--- src/dac_timer_pkg.sv ---
/*
 * Package for the converter update timer and double buffer: register
 * offsets, field positions, reset values and widths.
 * Assumes an APB slave with 32-bit data and word-aligned byte addresses.
 */
package dac_timer_pkg;
    // Register byte offsets
    localparam logic [3:0] OUTPUT_VALUE_OFS = 4'h0;
    localparam logic [3:0] CONTROL_OFS = 4'h4;
    localparam logic [3:0] RELOAD_OFS = 4'h8;
    localparam logic [3:0] IRQ_STATUS_OFS = 4'hC;
    localparam logic [4:0] IRQ_MASK_OFS = 5'h10;
    localparam int ADDR_W = 5;

    // Control register fields
    localparam int CTRL_IRQ_BIT = 0;
    localparam int CTRL_DBL_BIT = 1;
    localparam int CTRL_CNT_BIT = 2;

    // Output value fields
    localparam int CODE_LSB = 6;
    localparam int CODE_W = 10;
    localparam int SPEED_BIT = 16;

    localparam int TIMER_W = 16;
    localparam logic [TIMER_W-1:0] RELOAD_RESET = 16'h0000;
    localparam logic [CODE_W-1:0] CODE_RESET = 10'h000;
endpackage : dac_timer_pkg

--- src/dac_down_counter.sv ---
/*
 * Down-counter with reload for the update timer.
 * Assumes i_reload_value is stable register contents on the same clock.
 */
module dac_down_counter
    import dac_timer_pkg::*;
#(
    parameter int WIDTH = TIMER_W
) (
    // Clock and reset
    input wire logic i_mclk,
    input wire logic i_rstn,
    // Control
    input wire logic i_enable,
    input wire logic [WIDTH-1:0] i_reload_value,
    // Status
    output logic o_timeout
);
    typedef struct packed {
        logic [WIDTH-1:0] count;
        logic started;
        logic timeout;
    } cnt_s;

    cnt_s cnt_reg;
    cnt_s cnt_next;

    always_comb begin
        cnt_next = cnt_reg;
        cnt_next.timeout = 1'b0;
        if (i_enable) begin
            if (!cnt_reg.started) begin
                // First cycle after enable loads the programmed value
                cnt_next.started = 1'b1;
                cnt_next.count = i_reload_value;
            end else if (cnt_reg.count == '0) begin
                cnt_next.count = i_reload_value;
                cnt_next.timeout = 1'b1;
            end else begin
                cnt_next.count = cnt_reg.count - 1'b1;
            end
        end else begin
            // Count holds while disabled; restart reloads
            cnt_next.started = 1'b0;
        end
    end

    always_ff @(posedge i_mclk or negedge i_rstn) begin
        if (!i_rstn) begin
            cnt_reg <= '0;
        end else begin
            cnt_reg <= cnt_next;
        end
    end

    assign o_timeout = cnt_reg.timeout;

    property p_disabled_quiet;
        @(posedge i_mclk) disable iff (!i_rstn)
        !i_enable |=> !cnt_reg.timeout;
    endproperty
    a_disabled_quiet: assert property (p_disabled_quiet)
        else $error("timeout while counter disabled");

    property p_decrement;
        @(posedge i_mclk) disable iff (!i_rstn)
        (i_enable && cnt_reg.started && cnt_reg.count != '0)
            |=> cnt_reg.count == $past(cnt_reg.count) - 1'b1;
    endproperty
    a_decrement: assert property (p_decrement)
        else $error("counter did not decrement by one");

    property p_reload;
        @(posedge i_mclk) disable iff (!i_rstn)
        (i_enable && cnt_reg.started && cnt_reg.count == '0)
            |=> cnt_reg.timeout && cnt_reg.count == $past(i_reload_value);
    endproperty
    a_reload: assert property (p_reload)
        else $error("counter did not reload at zero");

    c_timeout: cover property (@(posedge i_mclk) disable iff (!i_rstn) cnt_reg.timeout);
endmodule : dac_down_counter

--- src/dac_update_timer_double_buffer.sv ---
/*
 * Control logic of a 10-bit converter: update timer, double buffer,
 * APB register slave and level interrupt.
 * Assumes APB master on i_mclk; the converter core samples o_code and
 * o_speed_sel directly.
 */
// The APB slave port and the register addresses were decided locally.
// Contract
// - Enabled counter decrements once per clock
// - Zero reloads counter and sets request flag
// - Control, reload readable; counter hidden
// - Double buffer needs both enable bits
// - Buffered write updates only the pre-buffer
// - Pre-buffer moves to live on timeout
// - Output value read returns live value
// - Unbuffered write updates live value immediately
// - Request flag bit 0, cleared by write
// - Double buffer bit 1, count bit 2
// - Reload value bits 15:0, reset zero
// - Code bits 15:6, speed bit 16
module dac_update_timer_double_buffer
    import dac_timer_pkg::*;
(
    // Clock and reset
    input wire logic i_mclk,
    input wire logic i_rstn,
    // APB slave
    input wire logic i_psel,
    input wire logic i_penable,
    input wire logic i_pwrite,
    input wire logic [ADDR_W-1:0] i_paddr,
    input wire logic [31:0] i_pwdata,
    input wire logic [3:0] i_pstrb,
    output logic [31:0] o_prdata,
    output logic o_pready,
    output logic o_pslverr,
    // Converter core
    output logic [CODE_W-1:0] o_code,
    output logic o_speed_sel,
    // Interrupt
    output logic o_irq
);
    typedef struct packed {
        logic [CODE_W-1:0] live_code;
        logic live_speed;
        logic [CODE_W-1:0] pre_code;
        logic pre_speed;
        logic pre_pending;
        logic req_flag;
        logic double_buffer_enable;
        logic timeout_count_enable;
        logic [TIMER_W-1:0] timer_reload_value;
        logic irq_status;
        logic irq_mask;
        logic [31:0] prdata;
        logic pready;
        logic pslverr;
        logic irq;
    } regs_s;

    regs_s regs_reg;
    regs_s regs_next;
    logic timeout;
    logic dbl_active;
    logic access;
    logic wr;
    logic known;

    dac_down_counter #(
        .WIDTH(TIMER_W)
    ) u_counter (
        .i_mclk(i_mclk),
        .i_rstn(i_rstn),
        .i_enable(regs_reg.timeout_count_enable),
        .i_reload_value(regs_reg.timer_reload_value),
        .o_timeout(timeout)
    );

    assign dbl_active = regs_reg.timeout_count_enable & regs_reg.double_buffer_enable;
    // Answer after one wait cycle: pready is registered and rises the cycle after penable
    assign access = i_psel & i_penable & ~regs_reg.pready;
    assign wr = access & i_pwrite;
    assign known = (i_paddr == ADDR_W'(OUTPUT_VALUE_OFS)) || (i_paddr == ADDR_W'(CONTROL_OFS))
        || (i_paddr == ADDR_W'(RELOAD_OFS)) || (i_paddr == ADDR_W'(IRQ_STATUS_OFS))
        || (i_paddr == IRQ_MASK_OFS);

    always_comb begin
        regs_next = regs_reg;
        regs_next.pready = access;
        regs_next.pslverr = access & ~known;
        regs_next.prdata = 32'h0000_0000;

        // Buffered value moves on the timeout cycle
        if (timeout && dbl_active && regs_reg.pre_pending) begin
            regs_next.live_code = regs_reg.pre_code;
            regs_next.live_speed = regs_reg.pre_speed;
            regs_next.pre_pending = 1'b0;
        end

        if (wr && i_paddr == ADDR_W'(OUTPUT_VALUE_OFS)) begin
            regs_next.req_flag = 1'b0;
            if (dbl_active) begin
                regs_next.pre_code = i_pwdata[CODE_LSB +: CODE_W];
                regs_next.pre_speed = i_pwdata[SPEED_BIT];
                regs_next.pre_pending = 1'b1;
            end else begin
                regs_next.live_code = i_pwdata[CODE_LSB +: CODE_W];
                regs_next.live_speed = i_pwdata[SPEED_BIT];
            end
        end
        if (wr && i_paddr == ADDR_W'(CONTROL_OFS)) begin
            // Request flag is hardware-owned; software writes ignored there
            regs_next.double_buffer_enable = i_pwdata[CTRL_DBL_BIT];
            regs_next.timeout_count_enable = i_pwdata[CTRL_CNT_BIT];
        end
        if (wr && i_paddr == ADDR_W'(RELOAD_OFS)) begin
            regs_next.timer_reload_value = i_pwdata[TIMER_W-1:0];
        end
        if (wr && i_paddr == ADDR_W'(IRQ_STATUS_OFS) && i_pwdata[0]) begin
            regs_next.irq_status = 1'b0;
        end
        if (wr && i_paddr == IRQ_MASK_OFS) begin
            regs_next.irq_mask = i_pwdata[0];
        end

        // Set beats clear in the same cycle
        if (timeout) begin
            regs_next.req_flag = 1'b1;
            regs_next.irq_status = 1'b1;
        end

        if (access && !i_pwrite) begin
            unique case (i_paddr)
                ADDR_W'(OUTPUT_VALUE_OFS): begin
                    regs_next.prdata[CODE_LSB +: CODE_W] = regs_reg.live_code;
                    regs_next.prdata[SPEED_BIT] = regs_reg.live_speed;
                end
                ADDR_W'(CONTROL_OFS): begin
                    regs_next.prdata[CTRL_IRQ_BIT] = regs_reg.req_flag;
                    regs_next.prdata[CTRL_DBL_BIT] = regs_reg.double_buffer_enable;
                    regs_next.prdata[CTRL_CNT_BIT] = regs_reg.timeout_count_enable;
                end
                ADDR_W'(RELOAD_OFS): begin
                    regs_next.prdata[TIMER_W-1:0] = regs_reg.timer_reload_value;
                end
                ADDR_W'(IRQ_STATUS_OFS): begin
                    regs_next.prdata[0] = regs_reg.irq_status;
                end
                IRQ_MASK_OFS: begin
                    regs_next.prdata[0] = regs_reg.irq_mask;
                end
                default: begin
                    regs_next.prdata = 32'h0000_0000;
                end
            endcase
        end

        regs_next.irq = regs_next.irq_status & regs_next.irq_mask;
    end

    always_ff @(posedge i_mclk or negedge i_rstn) begin
        if (!i_rstn) begin
            regs_reg <= '0;
            regs_reg.live_code <= CODE_RESET;
            regs_reg.timer_reload_value <= RELOAD_RESET;
        end else begin
            regs_reg <= regs_next;
        end
    end

    assign o_prdata = regs_reg.prdata;
    assign o_pready = regs_reg.pready;
    assign o_pslverr = regs_reg.pslverr;
    assign o_code = regs_reg.live_code;
    assign o_speed_sel = regs_reg.live_speed;
    assign o_irq = regs_reg.irq;

    property p_buffered_write_holds;
        @(posedge i_mclk) disable iff (!i_rstn)
        (wr && i_paddr == ADDR_W'(OUTPUT_VALUE_OFS) && dbl_active && !timeout)
            |=> o_code == $past(o_code);
    endproperty
    a_buffered_write_holds: assert property (p_buffered_write_holds)
        else $error("buffered write changed the live value");

    property p_transfer;
        @(posedge i_mclk) disable iff (!i_rstn)
        (timeout && dbl_active && regs_reg.pre_pending)
            |=> o_code == $past(regs_reg.pre_code);
    endproperty
    a_transfer: assert property (p_transfer)
        else $error("pre-buffer not moved on timeout");

    property p_direct_write;
        @(posedge i_mclk) disable iff (!i_rstn)
        (wr && i_paddr == ADDR_W'(OUTPUT_VALUE_OFS) && !dbl_active)
            |=> o_code == $past(i_pwdata[15:6]);
    endproperty
    a_direct_write: assert property (p_direct_write)
        else $error("unbuffered write did not reach live value");

    property p_read_live;
        @(posedge i_mclk) disable iff (!i_rstn)
        (access && !i_pwrite && i_paddr == ADDR_W'(OUTPUT_VALUE_OFS))
            |=> o_prdata[15:6] == $past(o_code) && o_pready;
    endproperty
    a_read_live: assert property (p_read_live)
        else $error("read of output value not live");

    property p_flag_set;
        @(posedge i_mclk) disable iff (!i_rstn)
        timeout |=> regs_reg.req_flag;
    endproperty
    a_flag_set: assert property (p_flag_set)
        else $error("request flag not set on timeout");

    property p_flag_clear;
        @(posedge i_mclk) disable iff (!i_rstn)
        (wr && i_paddr == ADDR_W'(OUTPUT_VALUE_OFS) && !timeout) |=> !regs_reg.req_flag;
    endproperty
    a_flag_clear: assert property (p_flag_clear)
        else $error("request flag not cleared by value write");

    property p_no_timeout_disabled;
        @(posedge i_mclk) disable iff (!i_rstn)
        !regs_reg.timeout_count_enable |=> !timeout;
    endproperty
    a_no_timeout_disabled: assert property (p_no_timeout_disabled)
        else $error("timeout with counting disabled");

    property p_period;
        @(posedge i_mclk) disable iff (!i_rstn)
        (timeout && regs_reg.timeout_count_enable && regs_reg.timer_reload_value == 16'h0003)
            ##1 (regs_reg.timeout_count_enable && regs_reg.timer_reload_value == 16'h0003)[*4]
            |-> timeout;
    endproperty
    a_period: assert property (p_period)
        else $error("timeout period wrong for reload 3");

    property p_read_control;
        @(posedge i_mclk) disable iff (!i_rstn)
        (access && !i_pwrite && i_paddr == ADDR_W'(CONTROL_OFS))
            |=> o_prdata == {29'h0, $past(regs_reg.timeout_count_enable),
                $past(regs_reg.double_buffer_enable), $past(regs_reg.req_flag)};
    endproperty
    a_read_control: assert property (p_read_control)
        else $error("control read does not match its bits");

    property p_read_reload;
        @(posedge i_mclk) disable iff (!i_rstn)
        (access && !i_pwrite && i_paddr == ADDR_W'(RELOAD_OFS))
            |=> o_prdata == {16'h0000, $past(regs_reg.timer_reload_value)};
    endproperty
    a_read_reload: assert property (p_read_reload)
        else $error("reload read does not match");

    property p_write_control;
        @(posedge i_mclk) disable iff (!i_rstn)
        (wr && i_paddr == ADDR_W'(CONTROL_OFS))
            |=> regs_reg.double_buffer_enable == $past(i_pwdata[CTRL_DBL_BIT])
                && regs_reg.timeout_count_enable == $past(i_pwdata[CTRL_CNT_BIT]);
    endproperty
    a_write_control: assert property (p_write_control)
        else $error("control write did not land");

    property p_write_reload;
        @(posedge i_mclk) disable iff (!i_rstn)
        (wr && i_paddr == ADDR_W'(RELOAD_OFS))
            |=> regs_reg.timer_reload_value == $past(i_pwdata[TIMER_W-1:0]);
    endproperty
    a_write_reload: assert property (p_write_reload)
        else $error("reload write did not land");

    property p_speed_direct;
        @(posedge i_mclk) disable iff (!i_rstn)
        (wr && i_paddr == ADDR_W'(OUTPUT_VALUE_OFS) && !dbl_active)
            |=> o_speed_sel == $past(i_pwdata[SPEED_BIT]);
    endproperty
    a_speed_direct: assert property (p_speed_direct)
        else $error("speed select not taken from bit 16");

    property p_read_reserved;
        @(posedge i_mclk) disable iff (!i_rstn)
        (access && !i_pwrite && i_paddr == ADDR_W'(OUTPUT_VALUE_OFS))
            |=> o_prdata[5:0] == 6'h00 && o_prdata[31:17] == 15'h0000;
    endproperty
    a_read_reserved: assert property (p_read_reserved)
        else $error("reserved output value bits read nonzero");

    // Double buffer bit alone must not hold a write back
    property p_single_enable_direct;
        @(posedge i_mclk) disable iff (!i_rstn)
        (wr && i_paddr == ADDR_W'(OUTPUT_VALUE_OFS) && regs_reg.double_buffer_enable
            && !regs_reg.timeout_count_enable)
            |=> o_code == $past(i_pwdata[15:6]);
    endproperty
    a_single_enable_direct: assert property (p_single_enable_direct)
        else $error("write buffered with counting disabled");

    property p_irq_on_timeout;
        @(posedge i_mclk) disable iff (!i_rstn)
        (timeout && regs_reg.irq_mask && !(wr && i_paddr == IRQ_MASK_OFS))
            |=> o_irq;
    endproperty
    a_irq_on_timeout: assert property (p_irq_on_timeout)
        else $error("unmasked timeout raised no interrupt");

    property p_status_set;
        @(posedge i_mclk) disable iff (!i_rstn)
        timeout |=> regs_reg.irq_status;
    endproperty
    a_status_set: assert property (p_status_set)
        else $error("status not set on timeout");

    property p_status_clear;
        @(posedge i_mclk) disable iff (!i_rstn)
        (wr && i_paddr == ADDR_W'(IRQ_STATUS_OFS) && i_pwdata[0] && !timeout)
            |=> !regs_reg.irq_status && !o_irq;
    endproperty
    a_status_clear: assert property (p_status_clear)
        else $error("status not cleared by writing one");

    property p_slverr_with_ready;
        @(posedge i_mclk) disable iff (!i_rstn)
        o_pslverr |-> o_pready;
    endproperty
    a_slverr_with_ready: assert property (p_slverr_with_ready)
        else $error("error response without ready");

    property p_pready_pulse;
        @(posedge i_mclk) disable iff (!i_rstn)
        o_pready |=> !o_pready;
    endproperty
    a_pready_pulse: assert property (p_pready_pulse)
        else $error("ready held longer than one cycle");

    property p_idle_prdata;
        @(posedge i_mclk) disable iff (!i_rstn)
        !o_pready |-> o_prdata == 32'h0000_0000;
    endproperty
    a_idle_prdata: assert property (p_idle_prdata)
        else $error("read data driven outside a transfer");

    c_buffered: cover property (@(posedge i_mclk) disable iff (!i_rstn)
        timeout && dbl_active && regs_reg.pre_pending);
    c_direct: cover property (@(posedge i_mclk) disable iff (!i_rstn)
        wr && i_paddr == ADDR_W'(OUTPUT_VALUE_OFS) && !dbl_active);
    c_irq: cover property (@(posedge i_mclk) disable iff (!i_rstn) o_irq);
    c_refused: cover property (@(posedge i_mclk) disable iff (!i_rstn) o_pslverr);
endmodule : dac_update_timer_double_buffer

--- config.mk ---
export PLATFORM = sky130hd
export DESIGN_NAME = dac_update_timer_double_buffer
export DESIGN_NICKNAME = d
export VERILOG_FILES = /design/src/dac_timer_pkg.sv /design/src/dac_down_counter.sv /design/src/dac_update_timer_double_buffer.sv
export SDC_FILE = /design/constraint.sdc
export NUM_CORES = 1
export LEC_CHECK = 0
export BUFFER_PORTS_ARGS = -buffer_cell sky130_fd_sc_hd__buf_4
export CAP_MARGIN = 15
export CELL_PAD_IN_SITES_DETAIL_PLACEMENT = 0
export CELL_PAD_IN_SITES_GLOBAL_PLACEMENT = 2
export CORE_MARGIN = 2
export CORE_UTILIZATION = 31
export DETAILED_ROUTE_END_ITERATION = 12
export PLACE_DENSITY_LB_ADDON = 0.05
export SLEW_MARGIN = 20
export SYNTH_ARGS = -nofsm -noshare
export SYNTH_HDL_FRONTEND = slang
export SYNTH_SLANG_ARGS = --single-unit
--- constraint.sdc ---
create_clock -name i_mclk -period 2.1 [get_ports i_mclk]
set_input_delay 0.42 -clock i_mclk [delete_from_list [all_inputs] [get_ports i_mclk]]
set_output_delay 0.42 -clock i_mclk [all_outputs]
set_load 0.02 [all_outputs]
Word level (Yosys, flattened, before mapping):

Cells that the tools add are included.

* memories: 0
* logic and storage cells: 70
* flip-flop bits (word level): 97
* RAM bits: 0
* memory bits (read-only): 0
* latch bits: 0
* output and inout bits: 46

* $add $sub $neg: 1
* shift-type cells: 0
* bitwise logic cells: 8
* order comparisons: 0
* $mul: 0
* reductions and logical operators: 18
* mux-type cells: 21
* div/mod/pow operators: 0
* equal/unequal tests: 4

Operators with widths (count)
* $mux 16: 2
* $mux 24: 1
* $mux 11: 2
* $pmux 10 s2: 1
* $mux 17: 1
* $logic_not 16->1: 1
* $sub 16x1->16 const B: 1
* $mux 12: 1
* $eq 5x4->1 const B: 2
* $mux 1: 10
* $logic_and 1x1->1: 9
* $and 1x1->1: 6
* $eq 5x3->1 const B: 1
* $eq 5x5->1 const B: 1
* $logic_not 5->1: 1
* $logic_or 1x1->1: 4
* $pmux 1 s4: 1
* $pmux 2 s2: 1
* $mux 3: 1
* $not 1->1: 2
* $reduce_and 2->1: 1
* $reduce_bool 2->1: 1
* $logic_not 1->1: 1

Depth between registers and ports, before layout:

* word-level depth: 8
* depth in mapped cells: 8
* gate-level depth less buffers: 6

Hierarchy:

Synthesis repeated with hierarchy kept, for this count alone.

* cell total of the unflattened synthesis: 384
* area total of the unflattened synthesis: 4269.1 um^2

Modules (own cells, without submodules)
* dac_update_timer_double_buffer: sequential area each 1601.5 um^2, area an instance 3088.0 um^2, instances 1, cells each 245
* dac_down_counter: sequential area each 450.4 um^2, area an instance 1181.1 um^2, instances 1, cells each 139

Worst setup path after synthesis:

Ideal clock, no wire load.

* kind: flip-flop to flip-flop
* start point: register u_counter.cnt_reg[2] in the netlist's numbering
* end point: register u_counter.cnt_reg[14] in the netlist's numbering
* library setup time: 0.131 ns
* setup slack: -0.112 ns
* period minus slack after synthesis: 2.212 ns
* buffers on the path: 1
* stages on the path, launching flop included: 8
* data arrival time: 2.081 ns
* cells stage by stage: dfrtp_1 inv_1 ha_1 or4b_1 o41a_1 buf_6 o211a_1 or3_1

* word-level cells in the longest chain between the ends: 3
* elaborated cells between the ends (all ways): 4
* classes of those cells: 1 x add/sub; 2 x mux; 1 x reduce/logical

Ends and longest elaborated chain
* start: declaration: line dac_down_counter.sv:25 `cnt_s cnt_reg;`
* start signal: assignment: line dac_down_counter.sv:52 `cnt_reg <= cnt_next;`
* $sub 16x1->16 or $logic_not 16->1 (tied branches): line dac_down_counter.sv:40, dac_down_counter.sv:36
* $mux 16 *: line dac_down_counter.sv:36 `end else if (cnt_reg.count == '0) begin`
* $mux 16 *: line dac_down_counter.sv:32 `if (!cnt_reg.started) begin`

Every way passes the cells marked *; elsewhere a longest branch is shown, timed or not.
A chain may end at the register's enable or synchronous reset.

Final worst setup path:

* start point: register u_counter.cnt_reg[3] in the netlist's numbering
* end point: register u_counter.cnt_reg[16] in the netlist's numbering

Same word-level chain as after synthesis.

==> summary.txt <==
Outcome = finished, violations left
Failing checks = setup timing
Largest area contributor in the netlist = dfrtp_1
Reg2reg path depth = 9
Post-Syn Area per Cell = 11.0 um2
Root cell of the clock tree = clkbuf_16
Worst Slack Setup Final = -0.0691 ns
WP depth = 9
Num ports = 92
Largest net degree at the start of global routing = 42
Post-Syn Area = 4080 um2
Synth top area share = 0.503
Leakage = 2.56 nW
Antenna violations before repair = 0
Slowest CP cell = or4b_4
Non-Filler Instances = 630
Buf+Inv Stages, Crit Path = 4
Final net count = 501
HP Class = in -> reg
Synth warnings = 0
Yosys cell types = 50
Synth Flop Type = dfrtp_1
Final Wtd Congestion = 0.788
Vias in the first global route = 3073
Area contributors post-synth = dfrtp_1 (50%), mux2_2 (8.6%), buf_4 (8.1%)
Drt total wl = 10300 um
Post-synth EDFFs = 0
Seq cells post-synth = 82
Inst Count DP = 603
Die Span Y = 119 um
Post-Syn Instances = 372
Tcrit/Tclk final = 1.03
Most used cell, CP = buf_6
Post-synth top cells = dfrtp_1 (82), buf_4 (44), nor2_1 (32)
Final Slew Violations = 0
Pwr per Cell Area = 979 nW/um2
FF-to-FF Start = u_counter.cnt_reg[3]
Worst-path clk slew = 0.06 ns
CTS Buf Count = 9
Share of cells above drive strength 1 = 0.397
Sequential share of the synthesized area = 0.503
VDD IR max = 0.445 mV
Later-pin clock latency in the skew report = 0.34 ns
# port buffers = 57
Final Cell Area = 5330 um2
Starting density of the core = 0.320
Post-DP HPWL = 7160 um
Final setup viols = 11
Startpoint Class = flop
Hold Startpoint = i_pwdata[3]
Clk_skew = 0.00667 ns
Total GRT Usage = 0.155
Fmax = 461 MHz
H-tree Lvls = 3
Ant diodes = 0
DRC = 0
Wire length of the first global-routing pass = 16700 um
DR pass1 iterations = 4
Hold path depth = 2
Async S/R FF share, synth = 1.00
Crit path cell chain = inv_2, ha_4, or4b_4, buf_6, o41ai_4, buf_6, buf_4, a221o_1, o211a_1
RSZ-0062 raised after global routing = true
Reg-to-Reg End = u_counter.cnt_reg[16]
WL per Instance = 16.4 um
Area after DPL = 4760 um2
Maxcap violations = 0
Initial DRC count = 153
Rows = 41
Setup CP Type = reg -> reg
Synthesis-to-layout area growth = 30.7%
Core area = 12700 um2
Setup slack, reg-to-reg = -0.07 ns
CP Capture Type = flop
Max reg flops = 33
Final Critical Period = 2.17 ns
CTS tree = built
Clock Tree Buf Depth = 2
Via/cell ratio = 4.75
CP top delay family = compound AO/OA/AOI/OAI gates
Die W = 119 um
Critical path required time = 2.38 ns
Crit-path max FO = 5
Crit path arrival time = 2.45 ns
Final hold vios = 0
Worst path max stage delay = 0.46 ns
Die area = 14100 um2
Layout Utilization = 0.419
Routed Antenna Nets = 0
Gr ovfl total = 0
Via count = 2993
Hold endpoint = regs_reg[40]
Clock sinks = 82
Most numerous cell in the Yosys netlist = dfrtp_1
==> final cells by class <==
type,count,area (um2)
Tap cell,172,215
Sequential cell,82,2050
Fill cell,1284,7390
Multi-Input combinational cell,239,1750
Clock inverter,4,97.6
Timing Repair Buffer,114,930
Clock buffer,12,256
Inverter,7,26.3
==> power breakdown <==
group | internal (W) | switching, W | leakage (nW)
clock | 0.00123 | 0.000651 | 0.169
combinational | 0.000731 | 0.000715 | 1.34
sequential | 0.00176 | 0.000127 | 1.05
==> layout by cell type (no fill, tap or decap), types with 2 or more instances in the layout <==
cell type,n
and2_1,2
clkbuf_16,9
a21o_1,2
a21boi_2,2
bufinv_16,3
or4_4,2
nor2_1,32
nor3b_2,3
mux2_2,31
and3_1,7
buf_6,7
a2bb2oi_1,4
clkbuf_8,2
a22oi_1,14
nor4_1,4
or3_1,4
o21ai_0,2
nand4_1,8
a21oi_2,2
buf_4,103
buf_12,2
a31oi_1,3
nand3b_1,2
mux2i_1,17
inv_2,2
a21oi_1,14
nand3_1,7
a211oi_1,2
nand2b_1,2
nor3_1,6
o211a_1,3
inv_1,5
nor2b_1,3
conb_1,15
a21boi_1,3
nand2_1,16
o21ai_2,2
dfrtp_1,82
nor4b_1,2
==> worst max path at each step <==
| stage | start | to | slack, ns |
|---|---|---|---|
| finish | u_counter.cnt_reg[3] | u_counter.cnt_reg[16] | -0.07 |
| global route | u_counter.cnt_reg[3] | u_counter.cnt_reg[14] | -0.17 |
| CTS | u_counter.cnt_reg[3] | u_counter.cnt_reg[14] | -0.12 |
| detailed placement | u_counter.cnt_reg[3] | u_counter.cnt_reg[10] | -0.11 |
| global placement | u_counter.cnt_reg[3] | u_counter.cnt_reg[11] | -0.09 |
| floorplan | u_counter.cnt_reg[2] | u_counter.cnt_reg[12] | 0.03 |
==> logic make-up (layout without fill, tap and decap cells) <==
kind of cell    count (synthesis)  in the layout  synth area share
simple gates                  110            110             0.144
other cells                     1             15          0.000920
compound gates                 63             63             0.113
fa+ha+maj                       2              2           0.00614
flops                          82             82             0.503
buf+inv                        65            137             0.102
mux                            49             49             0.130
==> what timing repair did <==
| action | 4_1_cts | 5_1_grt |
|---|---|---|
| pin swaps | 6 | 17 |
| hold buffers | 1 | 0 |
| cloned | 1 | 0 |
| endpoints found under the setup margin | 14 | 16 |
| endpoints found under the hold margin | 23 | 0 |
| resized for setup | 14 | 20 |
| buffers inserted | 7 | 3 |
==> routing by layer <==
metal / vias up / wire length, um / global-route usage
met4: 0 / 182 / 0.0528
li1: 1452 / - / -
met3: 15 / 373 / 0.0454
met5: - / 0 / 0
met1: 1466 / 4980 / 0.212
met2: 60 / 4770 / 0.232
==> stage by stage <==
| step | TNS (ns) | total power (W) | setup WS [ns] | hold slack (ns) |
|---|---|---|---|---|
| after global routing | -1.82 | 0.00549 | -0.170 | 0.301 |
| after detailed placement | -0.928 | 0.00321 | -0.110 | 0.366 |
| after floorplan | 0 | 0.00259 | 0.0272 | 0.124 |
| after CTS | -1.33 | 0.00519 | -0.121 | 0.297 |
| after global placement | -0.881 | 0.00320 | -0.0921 | 0.366 |
| final | -0.375 | 0.00521 | -0.0691 | 0.312 |
Power figures use the tool's default switching activity.
